$ cat config.mk
export PLATFORM = sky130hd
export DESIGN_NAME = uart_rx_error_irq_wake
export DESIGN_NICKNAME = d
export VERILOG_FILES = /design/src/uart_rx_pkg.sv /design/src/rx_word_fifo.sv /design/src/uart_rx_error_irq_wake.sv
export VERILOG_INCLUDE_DIRS = /design/src
export SDC_FILE = /design/constraint.sdc
export NUM_CORES = 1
export LEC_CHECK = 0
export BUFFER_PORTS_ARGS = -buffer_cell sky130_fd_sc_hd__buf_2
export CAP_MARGIN = 15
export CORE_MARGIN = 2
export CORE_UTILIZATION = 30
export CTS_BUF_LIST = sky130_fd_sc_hd__clkbuf_16
export DETAILED_ROUTE_END_ITERATION = 10
export GPL_TIMING_DRIVEN = 0
export PLACE_DENSITY_LB_ADDON = 0.15
export REMOVE_ABC_BUFFERS = 1
export SLEW_MARGIN = 20
export SYNTH_ARGS = -nofsm -noshare
export SYNTH_HDL_FRONTEND = slang
export SYNTH_SLANG_ARGS = --single-unit
$ cat constraint.sdc
create_clock -name i_clk -period 4.68 [get_ports i_clk]
set_clock_uncertainty 0.15 [all_clocks]
set_input_delay 0.234 -clock i_clk [delete_from_list [all_inputs] [get_ports i_clk]]
set_output_delay 0.234 -clock i_clk [all_outputs]
set_load 0.03 [all_outputs]
$ cat src/uart_rx_defs.svh
// offsets, field positions, reset values and timing counts of the serial receive block
`ifndef UART_RX_DEFS_SVH
`define UART_RX_DEFS_SVH

// register offsets on the plain register port
`define ADDR_STATUS 3'h0
`define ADDR_CTRL_A 3'h1
`define ADDR_CTRL_B 3'h2
`define ADDR_CTRL_C 3'h3
`define ADDR_DATA 3'h4
`define ADDR_BAUD 3'h5

// serial_status_reg bit positions
`define ST_PARITY_ERR 0
`define ST_NOISE 1
`define ST_FRAMING_ERR 2
`define ST_OVERRUN 3
`define ST_RX_IDLE 4
`define ST_RX_AVAIL 5
`define ST_TX_IDLE 6
`define ST_TX_EMPTY 7

// serial_control_a bit positions
`define CA_RX8 0
`define CA_TWO_STOP 3
`define CA_PARITY_ODD 4
`define CA_PARITY_EN 5
`define CA_NINE_BIT 6
`define CA_PORT_EN 7

// serial_control_b bit positions
`define CB_TX_EMPTY_IE 1
`define CB_TX_IDLE_IE 2
`define CB_RX_IE 3
`define CB_WAKE_EN 4
`define CB_ADDR_DET 5
`define CB_RX_EN 6

// reset values
`define CTRL_RESET 8'h00
`define BAUD_RESET 8'h00

// oversampling: sixteen ticks per bit, three mid-bit samples
`define OS_S0 4'h7
`define OS_S2 4'h9
`define OS_LAST 4'hF

// receive word entry layout
`define ENT_WIDTH 11
`define ENT_PE 9
`define ENT_FE 10

// wake-up settling delay
`define CLK_PERIOD_NS 10
`define WAKE_SETTLE_NS 10000
`define WAKE_SETTLE_CYCLES ((`WAKE_SETTLE_NS + `CLK_PERIOD_NS - 1) / `CLK_PERIOD_NS)

`endif

$ cat src/uart_rx_pkg.sv
// types shared by the serial receive block
package uart_rx_pkg;
  typedef enum logic [2:0] {
    RX_IDLE = 3'b000,
    RX_START = 3'b001,
    RX_DATA = 3'b010,
    RX_PARITY = 3'b011,
    RX_STOP1 = 3'b100,
    RX_STOP2 = 3'b101,
    RX_BREAK_WAIT = 3'b110
  } rx_state_type;
endpackage

$ cat src/rx_word_fifo.sv
// small flip-flop FIFO for received words
`timescale 1ns/100ps
module rx_word_fifo #(
  parameter int WIDTH = 11,
  parameter int DEPTH = 2
) (
  // clock and reset
  input wire logic i_clk,
  input wire logic i_rst,
  // fill side
  input wire logic i_in_valid,
  output logic o_in_ready,
  input wire logic [WIDTH-1:0] i_in_data,
  // drain side
  output logic o_out_valid,
  input wire logic i_out_ready,
  output logic [WIDTH-1:0] o_out_data
);
  localparam int PW = (DEPTH > 1) ? $clog2(DEPTH) : 1;

  if (DEPTH < 1 || WIDTH < 1) begin : g_bad_size
    $error("fifo width and depth must be at least one");
  end

  logic [WIDTH-1:0] mem [DEPTH];
  logic [PW-1:0] wr_ptr;
  logic [PW-1:0] rd_ptr;
  logic [PW:0] count;
  logic push;
  logic pop;

  function automatic logic [PW-1:0] next_ptr(input logic [PW-1:0] p);
    if (p == PW'(DEPTH - 1)) begin
      return '0;
    end
    return p + PW'(1);
  endfunction

  assign o_in_ready = (count != (PW+1)'(DEPTH));
  assign o_out_valid = (count != '0);
  assign o_out_data = mem[rd_ptr];
  assign push = i_in_valid && o_in_ready;
  assign pop = o_out_valid && i_out_ready;

  always_ff @(posedge i_clk) begin
    if (push) begin
      mem[wr_ptr] <= i_in_data;
    end
  end

  always_ff @(posedge i_clk or posedge i_rst) begin
    if (i_rst) begin
      wr_ptr <= '0;
      rd_ptr <= '0;
      count <= '0;
    end else begin
      if (push) begin
        wr_ptr <= next_ptr(wr_ptr);
      end
      if (pop) begin
        rd_ptr <= next_ptr(rd_ptr);
      end
      if (push && !pop) begin
        count <= count + (PW+1)'(1);
      end else if (pop && !push) begin
        count <= count - (PW+1)'(1);
      end
    end
  end
endmodule

$ cat src/uart_rx_error_irq_wake.sv
// serial port receive errors, interrupt pulse, address detect and pin wake-up
//
// Summary of operation
// - zero at stop bit sets framing error
// - two stops: both must be high
// - errors stored with word; reset clears
// - wrong parity sets parity error when enabled
// - interrupt signalled as low-going pulse
// - six interrupt sources, four with flags
// - own tx enables, shared receive enable
// - address detect: interrupt only if top bit
// - no address detect: interrupt every word
// - status flags read only to software
// - clock off: pin falling edge wakes
// - wake without global/port enable: no interrupt
// - after wake ignore data, delay interrupt
// - clock off pauses transfer, then resumes
// - sleep keeps all registers unchanged
// - status then data read clears flags
// - two-word buffer plus word shifting in
`timescale 1ns/100ps
`include "uart_rx_defs.svh"
module uart_rx_error_irq_wake #(
  parameter int SETTLE_CYCLES = `WAKE_SETTLE_CYCLES,
  parameter int FIFO_DEPTH = 2
) (
  // clock and reset
  input wire logic i_clk,
  input wire logic i_rst,
  // register port
  input wire logic [2:0] i_addr,
  input wire logic [7:0] i_wdata,
  input wire logic i_wr,
  input wire logic i_rd,
  output logic [7:0] o_rdata,
  // serial pin and system state
  input wire logic i_rx_pin,
  input wire logic i_port_clock_on,
  input wire logic i_global_irq_enable,
  input wire logic i_port_irq_enable,
  input wire logic i_tx_empty,
  input wire logic i_tx_idle,
  // requests to the processor
  output logic o_irq_n,
  output logic o_wakeup
);
  if (SETTLE_CYCLES < 1 || SETTLE_CYCLES > 65535 || FIFO_DEPTH < 1) begin : g_bad_param
    $error("settle count must be 1..65535 and fifo depth at least one");
  end

  logic [7:0] serial_control_a;
  logic [7:0] serial_control_b;
  logic [7:0] serial_control_c;
  logic [7:0] baud_divider_reg;
  logic pin_meta;
  logic pin_sync;
  logic pin_last;
  uart_rx_pkg::rx_state_type state;
  logic [7:0] baud_cnt;
  logic [3:0] os_cnt;
  logic [2:0] samples;
  logic [3:0] bit_idx;
  logic [8:0] shreg;
  logic frame_noise;
  logic par_err_acc;
  logic frame_err_acc;
  logic done;
  logic [`ENT_WIDTH-1:0] word_reg;
  logic word_noise;
  logic in_ready;
  logic out_valid;
  logic [`ENT_WIDTH-1:0] head;
  logic overrun_flag;
  logic noise_flag;
  logic status_seen;
  logic settling;
  logic [15:0] settle_cnt;
  logic wake_pending;
  logic tx_level_d;
  logic port_enable_bit;
  logic receiver_enable_bit;
  logic parity_enable_bit;
  logic nine_bit_word_select;
  logic address_detect_enable;
  logic receive_irq_enable;
  logic rx_run;
  logic tick;
  logic bit_done;
  logic bit_val;
  logic push;
  logic overrun_set;
  logic noise_set;
  logic data_rd;
  logic seq_clear;
  logic wake_arm;
  logic pin_fall;
  logic wake_start;
  logic irq_gate;
  logic tx_level;
  logic rx_event;
  logic wake_event;
  logic word_top;

  function automatic logic maj3(input logic [2:0] s);
    return (s[0] & s[1]) | (s[0] & s[2]) | (s[1] & s[2]);
  endfunction

  assign port_enable_bit = serial_control_a[`CA_PORT_EN];
  assign nine_bit_word_select = serial_control_a[`CA_NINE_BIT];
  assign parity_enable_bit = serial_control_a[`CA_PARITY_EN];
  assign receiver_enable_bit = serial_control_b[`CB_RX_EN];
  assign address_detect_enable = serial_control_b[`CB_ADDR_DET];
  assign receive_irq_enable = serial_control_b[`CB_RX_IE];

  // control registers only change on software writes; sleep leaves them alone
  always_ff @(posedge i_clk or posedge i_rst) begin
    if (i_rst) begin
      serial_control_a <= `CTRL_RESET;
      serial_control_b <= `CTRL_RESET;
      serial_control_c <= `CTRL_RESET;
      baud_divider_reg <= `BAUD_RESET;
    end else if (i_wr) begin
      if (i_addr == `ADDR_CTRL_A) begin
        serial_control_a <= {i_wdata[7:1], 1'b0};
      end else if (i_addr == `ADDR_CTRL_B) begin
        serial_control_b <= i_wdata;
      end else if (i_addr == `ADDR_CTRL_C) begin
        serial_control_c <= i_wdata;
      end else if (i_addr == `ADDR_BAUD) begin
        baud_divider_reg <= i_wdata;
      end
    end
  end

  // pin synchroniser; first stage feeds only the second
  always_ff @(posedge i_clk or posedge i_rst) begin
    if (i_rst) begin
      pin_meta <= 1'b1;
      pin_sync <= 1'b1;
      pin_last <= 1'b1;
    end else begin
      pin_meta <= i_rx_pin;
      pin_sync <= pin_meta;
      pin_last <= pin_sync;
    end
  end

  // the receiver only steps while the port clock runs and no wake settle is pending
  assign rx_run = i_port_clock_on && !settling;
  assign tick = rx_run && (baud_cnt == baud_divider_reg);
  assign bit_done = tick && (os_cnt == `OS_LAST);
  assign bit_val = maj3(samples);

  always_ff @(posedge i_clk or posedge i_rst) begin
    if (i_rst) begin
      baud_cnt <= 8'h00;
    end else if (state == uart_rx_pkg::RX_IDLE || tick) begin
      baud_cnt <= 8'h00;
    end else if (rx_run) begin
      baud_cnt <= baud_cnt + 8'h01;
    end
  end

  // frame state machine; holds its place when the port clock stops
  always_ff @(posedge i_clk or posedge i_rst) begin
    if (i_rst) begin
      state <= uart_rx_pkg::RX_IDLE;
      os_cnt <= 4'h0;
      samples <= 3'h7;
      bit_idx <= 4'h0;
      shreg <= 9'h000;
      frame_noise <= 1'b0;
      par_err_acc <= 1'b0;
      frame_err_acc <= 1'b0;
      done <= 1'b0;
      word_reg <= '0;
      word_noise <= 1'b0;
    end else begin
      done <= 1'b0;
      if (!port_enable_bit || !receiver_enable_bit || settling) begin
        state <= uart_rx_pkg::RX_IDLE;
      end else if (rx_run) begin
        case (state)
          uart_rx_pkg::RX_IDLE: begin
            if (!pin_sync) begin
              state <= uart_rx_pkg::RX_START;
              os_cnt <= 4'h0;
              bit_idx <= 4'h0;
              shreg <= 9'h000;
              frame_noise <= 1'b0;
              par_err_acc <= 1'b0;
              frame_err_acc <= 1'b0;
            end
          end
          uart_rx_pkg::RX_BREAK_WAIT: begin
            if (pin_sync) begin
              state <= uart_rx_pkg::RX_IDLE;
            end
          end
          default: begin
            if (tick) begin
              os_cnt <= os_cnt + 4'h1;
              if (os_cnt >= `OS_S0 && os_cnt <= `OS_S2) begin
                samples <= {samples[1:0], pin_sync};
              end
            end
            if (bit_done) begin
              if (samples != 3'h0 && samples != 3'h7) begin
                frame_noise <= 1'b1;
              end
              case (state)
                uart_rx_pkg::RX_START: begin
                  state <= bit_val ? uart_rx_pkg::RX_IDLE : uart_rx_pkg::RX_DATA;
                end
                uart_rx_pkg::RX_DATA: begin
                  shreg[bit_idx] <= bit_val;
                  bit_idx <= bit_idx + 4'h1;
                  if (bit_idx == (nine_bit_word_select ? 4'h8 : 4'h7)) begin
                    state <= parity_enable_bit ? uart_rx_pkg::RX_PARITY
                                               : uart_rx_pkg::RX_STOP1;
                  end
                end
                uart_rx_pkg::RX_PARITY: begin
                  // check only while parity is enabled; odd or even by control bit
                  par_err_acc <= ((^shreg) ^ bit_val) != serial_control_a[`CA_PARITY_ODD];
                  state <= uart_rx_pkg::RX_STOP1;
                end
                default: begin
                  // a low stop bit, first or second, is a framing error
                  if (!bit_val) begin
                    frame_err_acc <= 1'b1;
                  end
                  if (state == uart_rx_pkg::RX_STOP1 && serial_control_a[`CA_TWO_STOP]) begin
                    state <= uart_rx_pkg::RX_STOP2;
                  end else begin
                    done <= 1'b1;
                    word_reg <= {frame_err_acc | !bit_val, par_err_acc, shreg};
                    word_noise <= frame_noise || (samples != 3'h0 && samples != 3'h7);
                    // a break must see the line high again before a new start
                    state <= (!bit_val || frame_err_acc) ? uart_rx_pkg::RX_BREAK_WAIT
                                                         : uart_rx_pkg::RX_IDLE;
                  end
                end
              endcase
            end
          end
        endcase
      end
    end
  end

  // two words held while a third shifts
  assign push = done && in_ready;
  assign overrun_set = done && !in_ready;
  assign noise_set = push && word_noise;
  assign data_rd = i_rd && (i_addr == `ADDR_DATA);
  assign seq_clear = data_rd && status_seen;

  rx_word_fifo #(
    .WIDTH(`ENT_WIDTH),
    .DEPTH(FIFO_DEPTH)
  ) u_fifo (
    .i_clk(i_clk),
    .i_rst(i_rst),
    .i_in_valid(done),
    .o_in_ready(in_ready),
    .i_in_data(word_reg),
    .o_out_valid(out_valid),
    .i_out_ready(data_rd),
    .o_out_data(head)
  );

  // flags change only by hardware; status then data read clears them, a new set wins
  always_ff @(posedge i_clk or posedge i_rst) begin
    if (i_rst) begin
      overrun_flag <= 1'b0;
      noise_flag <= 1'b0;
      status_seen <= 1'b0;
    end else begin
      if (overrun_set) begin
        overrun_flag <= 1'b1;
      end else if (seq_clear) begin
        overrun_flag <= 1'b0;
      end
      if (noise_set) begin
        noise_flag <= 1'b1;
      end else if (seq_clear) begin
        noise_flag <= 1'b0;
      end
      if (i_rd && i_addr == `ADDR_STATUS) begin
        status_seen <= 1'b1;
      end else if (data_rd) begin
        status_seen <= 1'b0;
      end
    end
  end

  // read port; unmapped offsets read zero
  always_ff @(posedge i_clk or posedge i_rst) begin
    if (i_rst) begin
      o_rdata <= 8'h00;
    end else if (i_rd) begin
      if (i_addr == `ADDR_STATUS) begin
        o_rdata <= {i_tx_empty, i_tx_idle, out_valid, state == uart_rx_pkg::RX_IDLE,
                    overrun_flag, head[`ENT_FE] & out_valid, noise_flag,
                    head[`ENT_PE] & out_valid};
      end else if (i_addr == `ADDR_CTRL_A) begin
        o_rdata <= {serial_control_a[7:1], head[8] & out_valid};
      end else if (i_addr == `ADDR_CTRL_B) begin
        o_rdata <= serial_control_b;
      end else if (i_addr == `ADDR_CTRL_C) begin
        o_rdata <= serial_control_c;
      end else if (i_addr == `ADDR_DATA) begin
        o_rdata <= out_valid ? head[7:0] : 8'h00;
      end else if (i_addr == `ADDR_BAUD) begin
        o_rdata <= baud_divider_reg;
      end else begin
        o_rdata <= 8'h00;
      end
    end
  end

  // wake-up: armed only with the port clock stopped
  assign wake_arm = !i_port_clock_on && serial_control_b[`CB_WAKE_EN] && port_enable_bit
                    && receiver_enable_bit && receive_irq_enable;
  assign pin_fall = pin_last && !pin_sync;
  assign wake_start = wake_arm && pin_fall && !settling;

  always_ff @(posedge i_clk or posedge i_rst) begin
    if (i_rst) begin
      o_wakeup <= 1'b0;
      settling <= 1'b0;
      settle_cnt <= 16'h0000;
      wake_pending <= 1'b0;
    end else begin
      o_wakeup <= wake_start;
      if (wake_start) begin
        settling <= 1'b1;
        settle_cnt <= 16'(SETTLE_CYCLES - 1);
        wake_pending <= 1'b1;
      end else if (settling) begin
        // data and interrupt held back until the clock has settled
        if (settle_cnt == 16'h0000) begin
          settling <= 1'b0;
        end else begin
          settle_cnt <= settle_cnt - 16'h0001;
        end
      end else begin
        wake_pending <= 1'b0;
      end
    end
  end

  // interrupt sources: two tx levels, rx word, overrun, address detect, wake
  assign irq_gate = i_global_irq_enable && i_port_irq_enable;
  assign tx_level = (i_tx_empty && serial_control_b[`CB_TX_EMPTY_IE])
                    || (i_tx_idle && serial_control_b[`CB_TX_IDLE_IE]);
  assign word_top = nine_bit_word_select ? word_reg[8] : word_reg[7];
  // address detect qualifies the data-available request by the top bit
  assign rx_event = receive_irq_enable && ((push && (!address_detect_enable || word_top))
                    || overrun_set);
  assign wake_event = wake_pending && !settling;

  always_ff @(posedge i_clk or posedge i_rst) begin
    if (i_rst) begin
      tx_level_d <= 1'b0;
      o_irq_n <= 1'b1;
    end else begin
      tx_level_d <= tx_level;
      // one-cycle low pulse per new condition
      o_irq_n <= !(irq_gate && ((tx_level && !tx_level_d) || rx_event || wake_event));
    end
  end
endmodule

; ---- Word-level counts from Yosys, hierarchy flattened
; Memories as Yosys holds them, arrays and structs flattened.
; Index checks and enable logic that the tools add are counted.
[word_totals]
inputBits = 21
latch_bits = 0
memories = 1
romBits = 0
regBits = 117
mem_bits_rw = 22
out_inout_bits = 10
elab_cells = 252
[op_classes]
add_sub_neg = 8
n_reduce_logical = 87
n_lt_le_gt_ge = 4
mux = 78
div_mod_pow = 0
bitwise = 18
shift = 0
eq_ne = 24
multipliers = 0
[memory_table]
columns = name, depth, word_bits, rd, rd_clocked_by_memory_dff, write_ports, line
row1 = u_fifo.mem, 2, 11, 1, 0, 1, rx_word_fifo.sv:25  ; logic [WIDTH-1:0] mem [DEPTH];
[op_table]
columns = operator, count
row1 = $mux 8, 9
row2 = $mux 16, 3
row3 = $mux 1, 36
row4 = $logic_and 1x1->1, 31
row5 = $mux 3, 9
row6 = $mux 9, 3
row7 = $reduce_bool 2->1, 13
row8 = $reduce_and 6->1, 4
row9 = $mux 4, 5
row10 = $reduce_and 5->1, 4
row11 = $pmux 9 s2, 1
row12 = $logic_not 16->1, 1
row13 = $pmux 4 s2, 2
row14 = $sub 16x1->16 const B, 1
row15 = $eq 3x2->1 const B, 4
row16 = $eq 3x3->1 const B, 4
row17 = $logic_not 1->1, 12
row18 = $logic_or 1x1->1, 10
row19 = $bwmux 9, 1
row20 = $ne 3x3->1 const B, 3
row21 = $pmux 3 s3, 1
row22 = $reduce_xor 9->1, 1
row23 = $add 4x1->4 const B, 2
row24 = $add 8x1->8 const B, 1
row25 = other kinds (32), 58

; ---- Depth between registers and ports, before layout
; Gate-level depths: netlist of the first run.
[depth]
ltp_word = 12
depth_mapped = 9

; ---- Cells and area by module
; From an unflattened synthesis of the first run, not the netlist that was laid out.
[unflattened]
hier_cells = 614
hier_area_um2 = 6921.6
[modules_own_cells]
columns = mod, instances, area_each_um2, cells_each, seq_area_each_um2
row1 = uart_rx_error_irq_wake, 1, 5914.4, 561, 2836.5
row2 = rx_word_fifo, 1, 1007.2, 53, 760.7

; ---- Worst setup path before layout of the first run
; OpenSTA, ideal clock, no wires.
[synth_timing]
path_kind = register to register
from = register settling
to = register word_reg[0]
arrival_time_ns = 2.023
slack_ns = 2.382
path_stages_with_launch = 8
setup_ns = 0.125
cell_sequence = dfrtp_1 nor2b_1 buf_4 nand4_4 or3_4 nor3_4 buf_4 mux2_2
[synth_between]
elab_chain_len = 5
word_cells_on_any_way = 7
[synth_lines]
columns = item, line
row1 = start: declaration, uart_rx_error_irq_wake.sv:76  ; logic settling;
row2 = start signal: assignment, uart_rx_error_irq_wake.sv:332  ; settling <= 1'b0;
row3 = start signal: assignment, uart_rx_error_irq_wake.sv:338  ; settling <= 1'b1;
row4 = start signal: assignment, uart_rx_error_irq_wake.sv:344  ; settling <= 1'b0;
row5 = $logic_not 1->1, uart_rx_error_irq_wake.sv:149  ; assign rx_run = i_port_clock_on && !settling;
row6 = $logic_and 1x1->1, uart_rx_error_irq_wake.sv:149
row7 = $logic_and 1x1->1, uart_rx_error_irq_wake.sv:150  ; assign tick = rx_run && (baud_cnt == baud_divider_reg);
row8 = $logic_and 1x1->1, uart_rx_error_irq_wake.sv:151  ; assign bit_done = tick && (os_cnt == `OS_LAST);
row9 = $reduce_and 6->1 (no source line) (*), n/a
row10 = end signal: assignment, uart_rx_error_irq_wake.sv:237  ; word_reg <= {frame_err_acc | !bit_val, par_err_acc, shreg};
row11 = end: declaration, uart_rx_error_irq_wake.sv:68  ; logic [`ENT_WIDTH-1:0] word_reg;
; Every way passes the cells marked *; elsewhere a longest branch is shown, timed or not.
; A chain may end at the register's enable or synchronous reset.

; ---- Worst setup path after layout of the first run
[layout_timing]
from = register settling
to = register shreg[7]
[layout_between]
elab_chain_len = 6
word_cells_on_any_way = 8
[layout_lines]
columns = item, line
row1 = $logic_not 1->1, uart_rx_error_irq_wake.sv:149
row2 = $logic_and 1x1->1, uart_rx_error_irq_wake.sv:149
row3 = $logic_and 1x1->1, uart_rx_error_irq_wake.sv:150
row4 = $logic_and 1x1->1, uart_rx_error_irq_wake.sv:151
row5 = $reduce_bool 2->1 (no source line), n/a
row6 = $reduce_and 6->1 (no source line) (*), n/a
row7 = end signal: indexed assignment, uart_rx_error_irq_wake.sv:216  ; shreg[bit_idx] <= bit_val;
row8 = end: declaration, uart_rx_error_irq_wake.sv:63  ; logic [8:0] shreg;
; Marked as above.

==> results.py, run 1 <==
metrics = {
    "placed_design": {
        "place_congestion": 0.852,
        "dp_hpwl_um": 11700,
        "portBuffers": 30,
    },
    "power": {
        "clockPowerShare": 0.426,
        "p_switching_uw": 793,
        "power-per-cell-area_mw_per_mm2": 383,
        "p_sw_frac": 0.262,
        "power.total_uw": 3020,
        "pwr-share-comb": 0.105,
        "p_leak_uw": 0.00315,
        "peakVddDrop_mv": 0.205,
        "p_int_uw": 2230,
        "power.share.sequential": 0.469,
    },
    "synthesis": {
        "synth_common_cells": "dfrtp_1, nand2_1, mux2_2, nor2_1, o21ai_0",
        "avgSynthCellArea_um2": 11.2,
        "yosysTopAreaCellShare": 0.408,
        "synth-edff-count": 22,
        "ys_seq_area_frac": 0.534,
        "syn_area_mm2": 0.00674,
        "synth_area_leader_cell": "dfrtp_1",
        "synthArstFlopShare": 0.842,
        "synth_ff_type": "dfrtp_1",
        "ys_warn_count": 0,
        "yosys-top-cells-area": "dfrtp_1, edfxtp_1, mux2_2, xnor2_1, nand2_1",
        "ys_ff_latch": 139,
        "yosys.cell_types.count": 66,
        "yosysMostFrequentCell": "dfrtp_1",
        "syn-instance-count": 600,
    },
    "cts": {
        "cts_sinks": 139,
        "numCtsBuffers": 17,
        "ctsRootBufferMaster": "clkbuf_16",
        "cts_hold_buf": 15,
        "clk_latency_ns": 0.42,
        "cts_tree": "done",
        "h-tree-depth": 4,
        "post-cts-setup-buffers": 0,
        "cts.path.max_buffers": 2,
        "cts_repair_resize_count": 0,
        "clk_pin_slew_ns": 0.06,
    },
    "floorplanning": {
        "coreArea_mm2": 0.0220,
        "dieArea_mm2": 0.0237,
        "rows": 54,
        "initial_core_util": 0.307,
        "die_w_um": 154,
        "die_h_um": 154,
        "io_pins": 31,
    },
    "sta": {
        "clock.fmax_mhz": 327,
        "max_slew_margin": 0.351,
        "maxSlewViolCount": 0,
        "rsz0062_at_grt": "false",
        "holdWs_ns": 0.0651,
        "fin_crit_ns": 3.06,
        "timing.setup.tns_ns": 0,
        "finalCritPeriodShare": 0.654,
        "setup_viol": 0,
        "finalHoldViolations": 0,
        "worstMarginPinSlew_ns": 0.966,
    },
    "routing": {
        "drtPass1Iterations": 4,
        "vias": 4670,
        "detail-route-antenna-nets": 0,
        "vias_per_cell": 4.99,
        "routedWlPerCell_um": 17.4,
        "wl_um": 16300,
        "drt_iter0_markers": 251,
        "drc": 0,
    },
    "setup_path": {
        "critPathArrivalTime_ns": 3.27,
        "path_class": "reg -> reg",
        "startpoint_type": "register",
        "worstPathMaxFanout": 20,
        "crit_required_ns": 4.89,
        "cp-end-kind": "register",
    },
    "global_route": {
        "track_usage": 0.146,
        "grt_overflow_total": 0,
        "grt_pass1_wl_um": 26600,
        "grt_pass1_vias": 4796,
        "grt_max_degree": 74,
        "antenna_found_initial": 0,
    },
    "run_status": {
        "outcome": "complete, no violations",
    },
    "min_path": {
        "hp-class": "in -> reg",
    },
    "cells_and_area": {
        "nFillCells": 2138,
        "antenna_cells": 0,
        "layout-drive-gt1-share": 0.223,
        "largest_reg_flops": 22,
        "final_util": 0.359,
        "syn2layout_area_growth_pct": 17.1,
        "finalNetCount": 675,
    },
    "run": {
        "drv_cap": 0,
    },
}
-- cells in the final DEF, fill, tap and decap left out, types with 5 or more instances in the layout --
cell,count
nand3_1,18
dlygate4sd3_1,15
xor2_1,13
nor3_1,11
buf_2,30
clkbuf_16,18
o21ai_0,38
xnor2_1,27
mux2_2,52
a31oi_1,11
dfstp_2,7
a21oi_1,30
nor2_1,41
a221o_1,8
ha_1,11
or3_1,7
edfxtp_1,22
inv_1,20
a21bo_2,8
nand2b_1,5
nand4_1,5
nand2_1,55
dfrtp_1,110
nor2b_1,7
-- critical path: stages, from the launching register on --
cell	delay, ns
dfrtp_1	0.45
nor2b_1	0.61
nand4_4	0.24
nor4_4	0.51
o211ai_2	0.41
nor4b_4	0.44
a21bo_2	0.19
-- cell type report --
class,count,area [µm²],area share
clock buffer,18,450,0.0571
clock inverter,14,119,0.0151
inverter,20,80.1,0.0101
multi-input combinational,419,2970,0.376
sequential,139,3600,0.456
tap,280,350,0.0444
timing repair buffer,46,328,0.0415
-- logic make-up after synthesis --
kind of cell | after synthesis | share of synthesized area
compound gates | 131 | 0.129
buf+inv | 42 | 0.0260
flops | 139 | 0.534
mux | 56 | 0.0947
fa+ha+maj | 11 | 0.0204
simple gates | 181 | 0.144
xor+xnor | 40 | 0.0520
-- path summary, 6_finish.rpt --
check,cells past startpoint,end,start,slack (ns)
worst max-delay path,6,shreg[7],settling,1.62
worst min-delay path,2,status_seen,i_addr[2],0.07
worst max register to register,6,shreg[7],settling,1.62
worst min register to register,0,pin_sync,pin_meta,0.21
max in group asynchronous,4,samples[2],i_rst,3.39
min in group asynchronous,3,serial_control_c[0],i_rst,0.24
-- power by group through the flow --
stage	Clock [µW]	Combinational, µW	Sequential (µW)
after floorplan	0	197	1430
after global placement	0	304	1440
after detailed placement	0	311	1440
after global routing	1380	348	1430
after CTS	1330	322	1420
final	1290	316	1420
-- metrics by stage --
stage,instances,setup slack [ns],area (µm²)
after floorplan,578,1.21,6640
after global placement,888,-0.343,7140
after detailed placement,889,1.62,7170
after CTS,936,1.60,7890
after global routing,936,1.40,7890
final,936,1.62,7890
-- per-layer routing --
metal	track usage	wire [µm]	vias up
li1	-	-	2253
met1	0.196	7690	2327
met2	0.235	7720	72
met3	0.0304	545	18
met4	0.0538	325	0
met5	0	0	-
Note: power is estimated with default switching activity, not from simulation.
==> run 2, diff against run 1 <==
==> constraint.sdc (replaced) <==
create_clock -name i_clk -period 3.05 [get_ports i_clk]
set_clock_uncertainty 0.15 [all_clocks]
set_input_delay 0.1525 -clock i_clk [delete_from_list [all_inputs] [get_ports i_clk]]
set_output_delay 0.1525 -clock i_clk [all_outputs]
set_load 0.03 [all_outputs]
==> results.py, run 2 (synthesis gave the netlist of run 1 again) <==
metrics = {
    "cells_and_area": {
        "finalNetCount": 679,
        "largest_reg_flops": 22,
        "final_util": 0.362,
        "nFillCells": 2133,
        "final_cell_mix": "dfrtp_1, nand2_1, mux2_2",
        "layout-drive-gt1-share": 0.224,
        "instances_no_fill": 940,
        "syn2layout_area_growth_pct": 17.8,
        "layout.cells.most_common": "dfrtp_1",
        "antenna_cells": 0,
    },
    "sta": {
        "clock.fmax_mhz": 354,
        "rsz0062_at_grt": "false",
        "worstMarginPinSlew_ns": 0.934,
        "timing.setup.tns_ns": 0,
        "max_slew_margin": 0.375,
        "finalCritPeriodShare": 0.926,
        "holdWs_ns": 0.0287,
        "maxSlewViolCount": 0,
        "fin_crit_ns": 2.82,
        "finalHoldViolations": 0,
        "setup_viol": 0,
    },
    "cts": {
        "ctsRootBufferMaster": "clkbuf_16",
        "post-cts-setup-buffers": 0,
        "cts.path.max_buffers": 2,
        "numCtsBuffers": 17,
        "cts_sinks": 139,
        "h-tree-depth": 4,
        "cts_tree": "done",
        "clk_latency_ns": 0.42,
        "clk_pin_slew_ns": 0.06,
    },
    "global_route": {
        "track_usage": 0.146,
        "antenna_found_initial": 0,
        "grt_max_degree": 74,
        "grt_pass1_wl_um": 26700,
        "grt_overflow_total": 0,
        "grt_pass1_vias": 4825,
    },
    "power": {
        "p_leak_uw": 0.00317,
        "peakVddDrop_mv": 0.313,
        "power-per-cell-area_mw_per_mm2": 586,
        "p_int_uw": 3430,
        "power.share.sequential": 0.468,
        "pwr-share-comb": 0.107,
        "power.total_uw": 4650,
        "p_switching_uw": 1220,
        "p_sw_frac": 0.262,
        "clockPowerShare": 0.425,
    },
    "routing": {
        "wl_um": 16300,
        "vias": 4698,
        "drt_iter0_markers": 235,
        "drtPass1Iterations": 4,
        "vias_per_cell": 5.00,
        "detail-route-antenna-nets": 0,
        "drc": 0,
        "routedWlPerCell_um": 17.3,
    },
    "floorplanning": {
        "die_h_um": 154,
        "die_w_um": 154,
        "initial_core_util": 0.307,
        "dieArea_mm2": 0.0237,
        "io_pins": 31,
        "coreArea_mm2": 0.0220,
        "rows": 54,
    },
    "setup_path": {
        "cp-end-kind": "register",
        "startpoint_type": "register",
        "critPathArrivalTime_ns": 3.02,
        "worstPathMaxFanout": 20,
        "crit_required_ns": 3.24,
        "path_class": "reg -> reg",
    },
    "run_status": {
        "outcome": "complete, no violations",
    },
    "run": {
        "drv_cap": 0,
    },
    "placed_design": {
        "dp_hpwl_um": 11700,
        "portBuffers": 30,
        "place_inst": 889,
        "place_congestion": 0.852,
    },
    "min_path": {
        "hp-class": "in -> reg",
    },
}
## run 2: through the flow
step	area [µm²]	setup WS, ns
2_1_floorplan	6640	-0.342
3_3_place_gp	7140	-1.89
3_5_place_dp	7170	-0.00863
4_1_cts	7930	0.209
5_1_grt	7940	0.0283
6_report	7940	0.226
## run 2: layout make-up
cell class	count	area, µm²	area share
Clock buffer	18	450	0.0567
Clock inverter	14	119	0.0150
Inverter	20	80.1	0.0101
Multi-Input combinational cell	419	2980	0.375
Sequential cell	139	3600	0.453
Tap cell	280	350	0.0441
Timing Repair Buffer	50	368	0.0463
## run 2: final timing paths
check                           from                  end  slack, ns  cells past startpoint
max                         settling           bit_idx[3]       0.23                      6
max in group asynchronous      i_rst           samples[2]       1.84                      4
min in group asynchronous      i_rst  serial_control_c[0]       0.16                      3
min reg2reg                 pin_meta             pin_sync       0.21                      0
min                        i_addr[2]           o_rdata[0]       0.03                      3
max reg2reg                 settling           bit_idx[3]       0.23                      6
## run 2: routing by layer
layer  vias up  routed length, µm  GRT usage
met5         -                  0          0
met1      2332               7600      0.196
met3        18                593     0.0310
met4         0                316     0.0538
met2        81               7760      0.236
li1       2267                  -          -
## run 2: what timing repair did
action / 4_1_cts / 5_1_grt
hold buffers: 19 / 0
endpoints found under the setup margin: 8 / 1
gates resized for setup: 1 / 1
hold endpoints to repair: 83 / 0
## run 2: worst max-delay path, cell delays in order, from the launching register on
cell and delay, ns:
dfrtp_1 0.46, nor2b_2 0.41, nand4_4 0.20, nor4_4 0.50, o211ai_2 0.41, or3_1 0.47
a21oi_1 0.14
## run 2: power groups by stage
stage,registers (µW),clock network (µW),logic [µW]
after floorplan,2200,0,303
after global placement,2210,0,466
after detailed placement,2210,0,478
after CTS,2180,2040,505
after global routing,2200,2120,546
final,2180,1980,496
==> run 3, diff against run 2 <==
==> constraint.sdc (replaced) <==
create_clock -name i_clk -period 3.23 [get_ports i_clk]
set_clock_uncertainty 0.15 [all_clocks]
set_input_delay 0.1615 -clock i_clk [delete_from_list [all_inputs] [get_ports i_clk]]
set_output_delay 0.1615 -clock i_clk [all_outputs]
set_load 0.03 [all_outputs]
==> results.py, run 3 (synthesis gave the netlist of run 1 again) <==
metrics = {
    "run_status": {
        "outcome": "complete, no violations",
    },
    "placed_design": {
        "pre_cts_ws_ns": 0.171,
        "dpl_cell_area_mm2": 0.00717,
        "portBuffers": 30,
        "dp_hpwl_um": 11700,
        "place_congestion": 0.852,
    },
    "power": {
        "pwr-share-comb": 0.105,
        "p_sw_frac": 0.262,
        "clockPowerShare": 0.426,
        "peakVddDrop_mv": 0.299,
        "power.share.sequential": 0.469,
        "p_leak_uw": 0.00316,
        "p_switching_uw": 1150,
        "p_int_uw": 3230,
        "power.total_uw": 4380,
        "power-per-cell-area_mw_per_mm2": 555,
    },
    "setup_path": {
        "cp-startpoint": "settling",
        "crit_required_ns": 3.42,
        "worstPathMaxFanout": 20,
        "crit_chain": "nor2b_2 > nand4_4 > nor4_4 > o211ai_2 > or3_1 > a21oi_1",
        "path_class": "reg -> reg",
        "worstReg2RegStart": "settling",
        "startpoint_type": "register",
        "r2r_cells": 6,
        "slowest_delay_ns": 0.51,
        "crit_path_top_delay_cell": "nor4_4",
        "critPathCapture": "bit_idx[3]",
        "critPathArrivalTime_ns": 3.03,
        "worstReg2RegEnd": "bit_idx[3]",
        "worst-r2r-setup-slack_ns": 0.39,
        "cp-end-kind": "register",
    },
    "floorplanning": {
        "rows": 54,
        "initial_core_util": 0.307,
        "die_w_um": 154,
        "io_pins": 31,
        "coreArea_mm2": 0.0220,
        "die_h_um": 154,
        "dieArea_mm2": 0.0237,
    },
    "global_route": {
        "grt_util_met2": 0.235,
        "grt_pass1_vias": 4799,
        "grt_pass1_wl_um": 26700,
        "grt_max_degree": 74,
        "use_met1": 0.196,
        "antenna_found_initial": 0,
        "top_usage_layer": "met2",
        "grt_overflow_total": 0,
        "grtUsageMet3": 0.0304,
        "track_usage": 0.146,
    },
    "cts": {
        "numCtsBuffers": 17,
        "post-cts-setup-buffers": 0,
        "ctsRootBufferMaster": "clkbuf_16",
        "clk_pin_slew_ns": 0.06,
        "h-tree-depth": 4,
        "cts_tree": "done",
        "cts.path.max_buffers": 2,
        "clk_latency_ns": 0.42,
        "cts_sinks": 139,
    },
    "routing": {
        "vias_per_cell": 5.00,
        "vias": 4682,
        "drtPass1Iterations": 5,
        "drt_iter0_markers": 206,
        "detail-route-antenna-nets": 0,
        "routedWlPerCell_um": 17.4,
        "wl_um": 16300,
        "drc": 0,
    },
    "sta": {
        "maxSlewViolCount": 0,
        "clock.fmax_mhz": 352,
        "setup_slack_ns": 0.387,
        "setup_viol": 0,
        "worstMarginPinSlew_ns": 0.929,
        "finalHoldViolations": 0,
        "finalCritPeriodShare": 0.880,
        "max_slew_margin": 0.376,
        "rsz0062_at_grt": "false",
        "fin_crit_ns": 2.84,
    },
    "cells_and_area": {
        "syn2layout_area_growth_pct": 17.3,
        "finish.instance_area_mm2": 0.00791,
        "largest_reg_flops": 22,
        "layout.cells.most_common": "dfrtp_1",
        "antenna_cells": 0,
        "final_cell_mix": "dfrtp_1, nand2_1, mux2_2",
        "finalNetCount": 676,
        "layout-drive-gt1-share": 0.224,
        "nFillCells": 2137,
    },
    "run": {
        "drv_cap": 0,
    },
    "min_path": {
        "hp-class": "in -> reg",
    },
}
-- run 3: layout make-up --
class | count | area, µm² | share of cell area
Inverter | 20 | 80.1 | 0.0101
Sequential cell | 139 | 3600 | 0.455
Tap cell | 280 | 350 | 0.0443
Timing Repair Buffer | 47 | 338 | 0.0427
Clock inverter | 14 | 119 | 0.0150
Multi-Input combinational cell | 419 | 2970 | 0.376
Clock buffer | 18 | 450 | 0.0570
-- run 3: what timing repair did --
action | 4_1_cts | 5_1_grt
hold buffers | 16 | 0
hold endpoints to repair | 81 | 0
gates resized for setup | 0 | 1
endpoints found under the setup margin | 0 | 6
-- run 3: worst min-delay path by stage --
stage | depth (start not counted) | startpoint | end
final | 2 | i_rd | o_rdata[6]
after global routing | 2 | i_rd | o_rdata[1]
after CTS | 2 | i_rd | o_rdata[1]
after detailed placement | 2 | i_rst | serial_control_c[0]
after global placement | 1 | i_rx_pin | pin_meta
after floorplan | 0 | i_rx_pin | pin_meta
-- run 3: worst max-delay path: cells and delay by family (launching register included) --
family	cells	cell delay (ns)
AOI/OAI and AO/OA	2	0.55
and+or+nand+nor	4	1.60
DFF	1	0.46
-- run 3: per-stage QoR --
stage	hold slack [ns]	setup TNS, ns	util	cells
5_1_grt	0.0358	0	0.360	937
6_report	0.0209	0	0.360	937
4_1_cts	0.000707	0	0.360	937
3_5_place_dp	0.0727	0	0.327	889
3_3_place_gp	0.119	-190.92	0.325	888
2_1_floorplan	0.0160	-18.78	-	578
-- run 3: per-layer routing --
| metal | up-vias | wire length, µm |
|---|---|---|
| met4 | 0 | 308 |
| met5 | - | 0 |
| met1 | 2340 | 7760 |
| li1 | 2255 | - |
| met2 | 71 | 7760 |
| met3 | 16 | 442 |
-- run 3: power groups by stage --
stage / sequential (µW) / clock [µW] / combinational [µW]
finish: 2060 / 1870 / 461
global placement: 2090 / 0 / 440
CTS: 2060 / 1930 / 469
floorplan: 2080 / 0 / 286
global route: 2080 / 2000 / 508
detailed placement: 2090 / 0 / 451
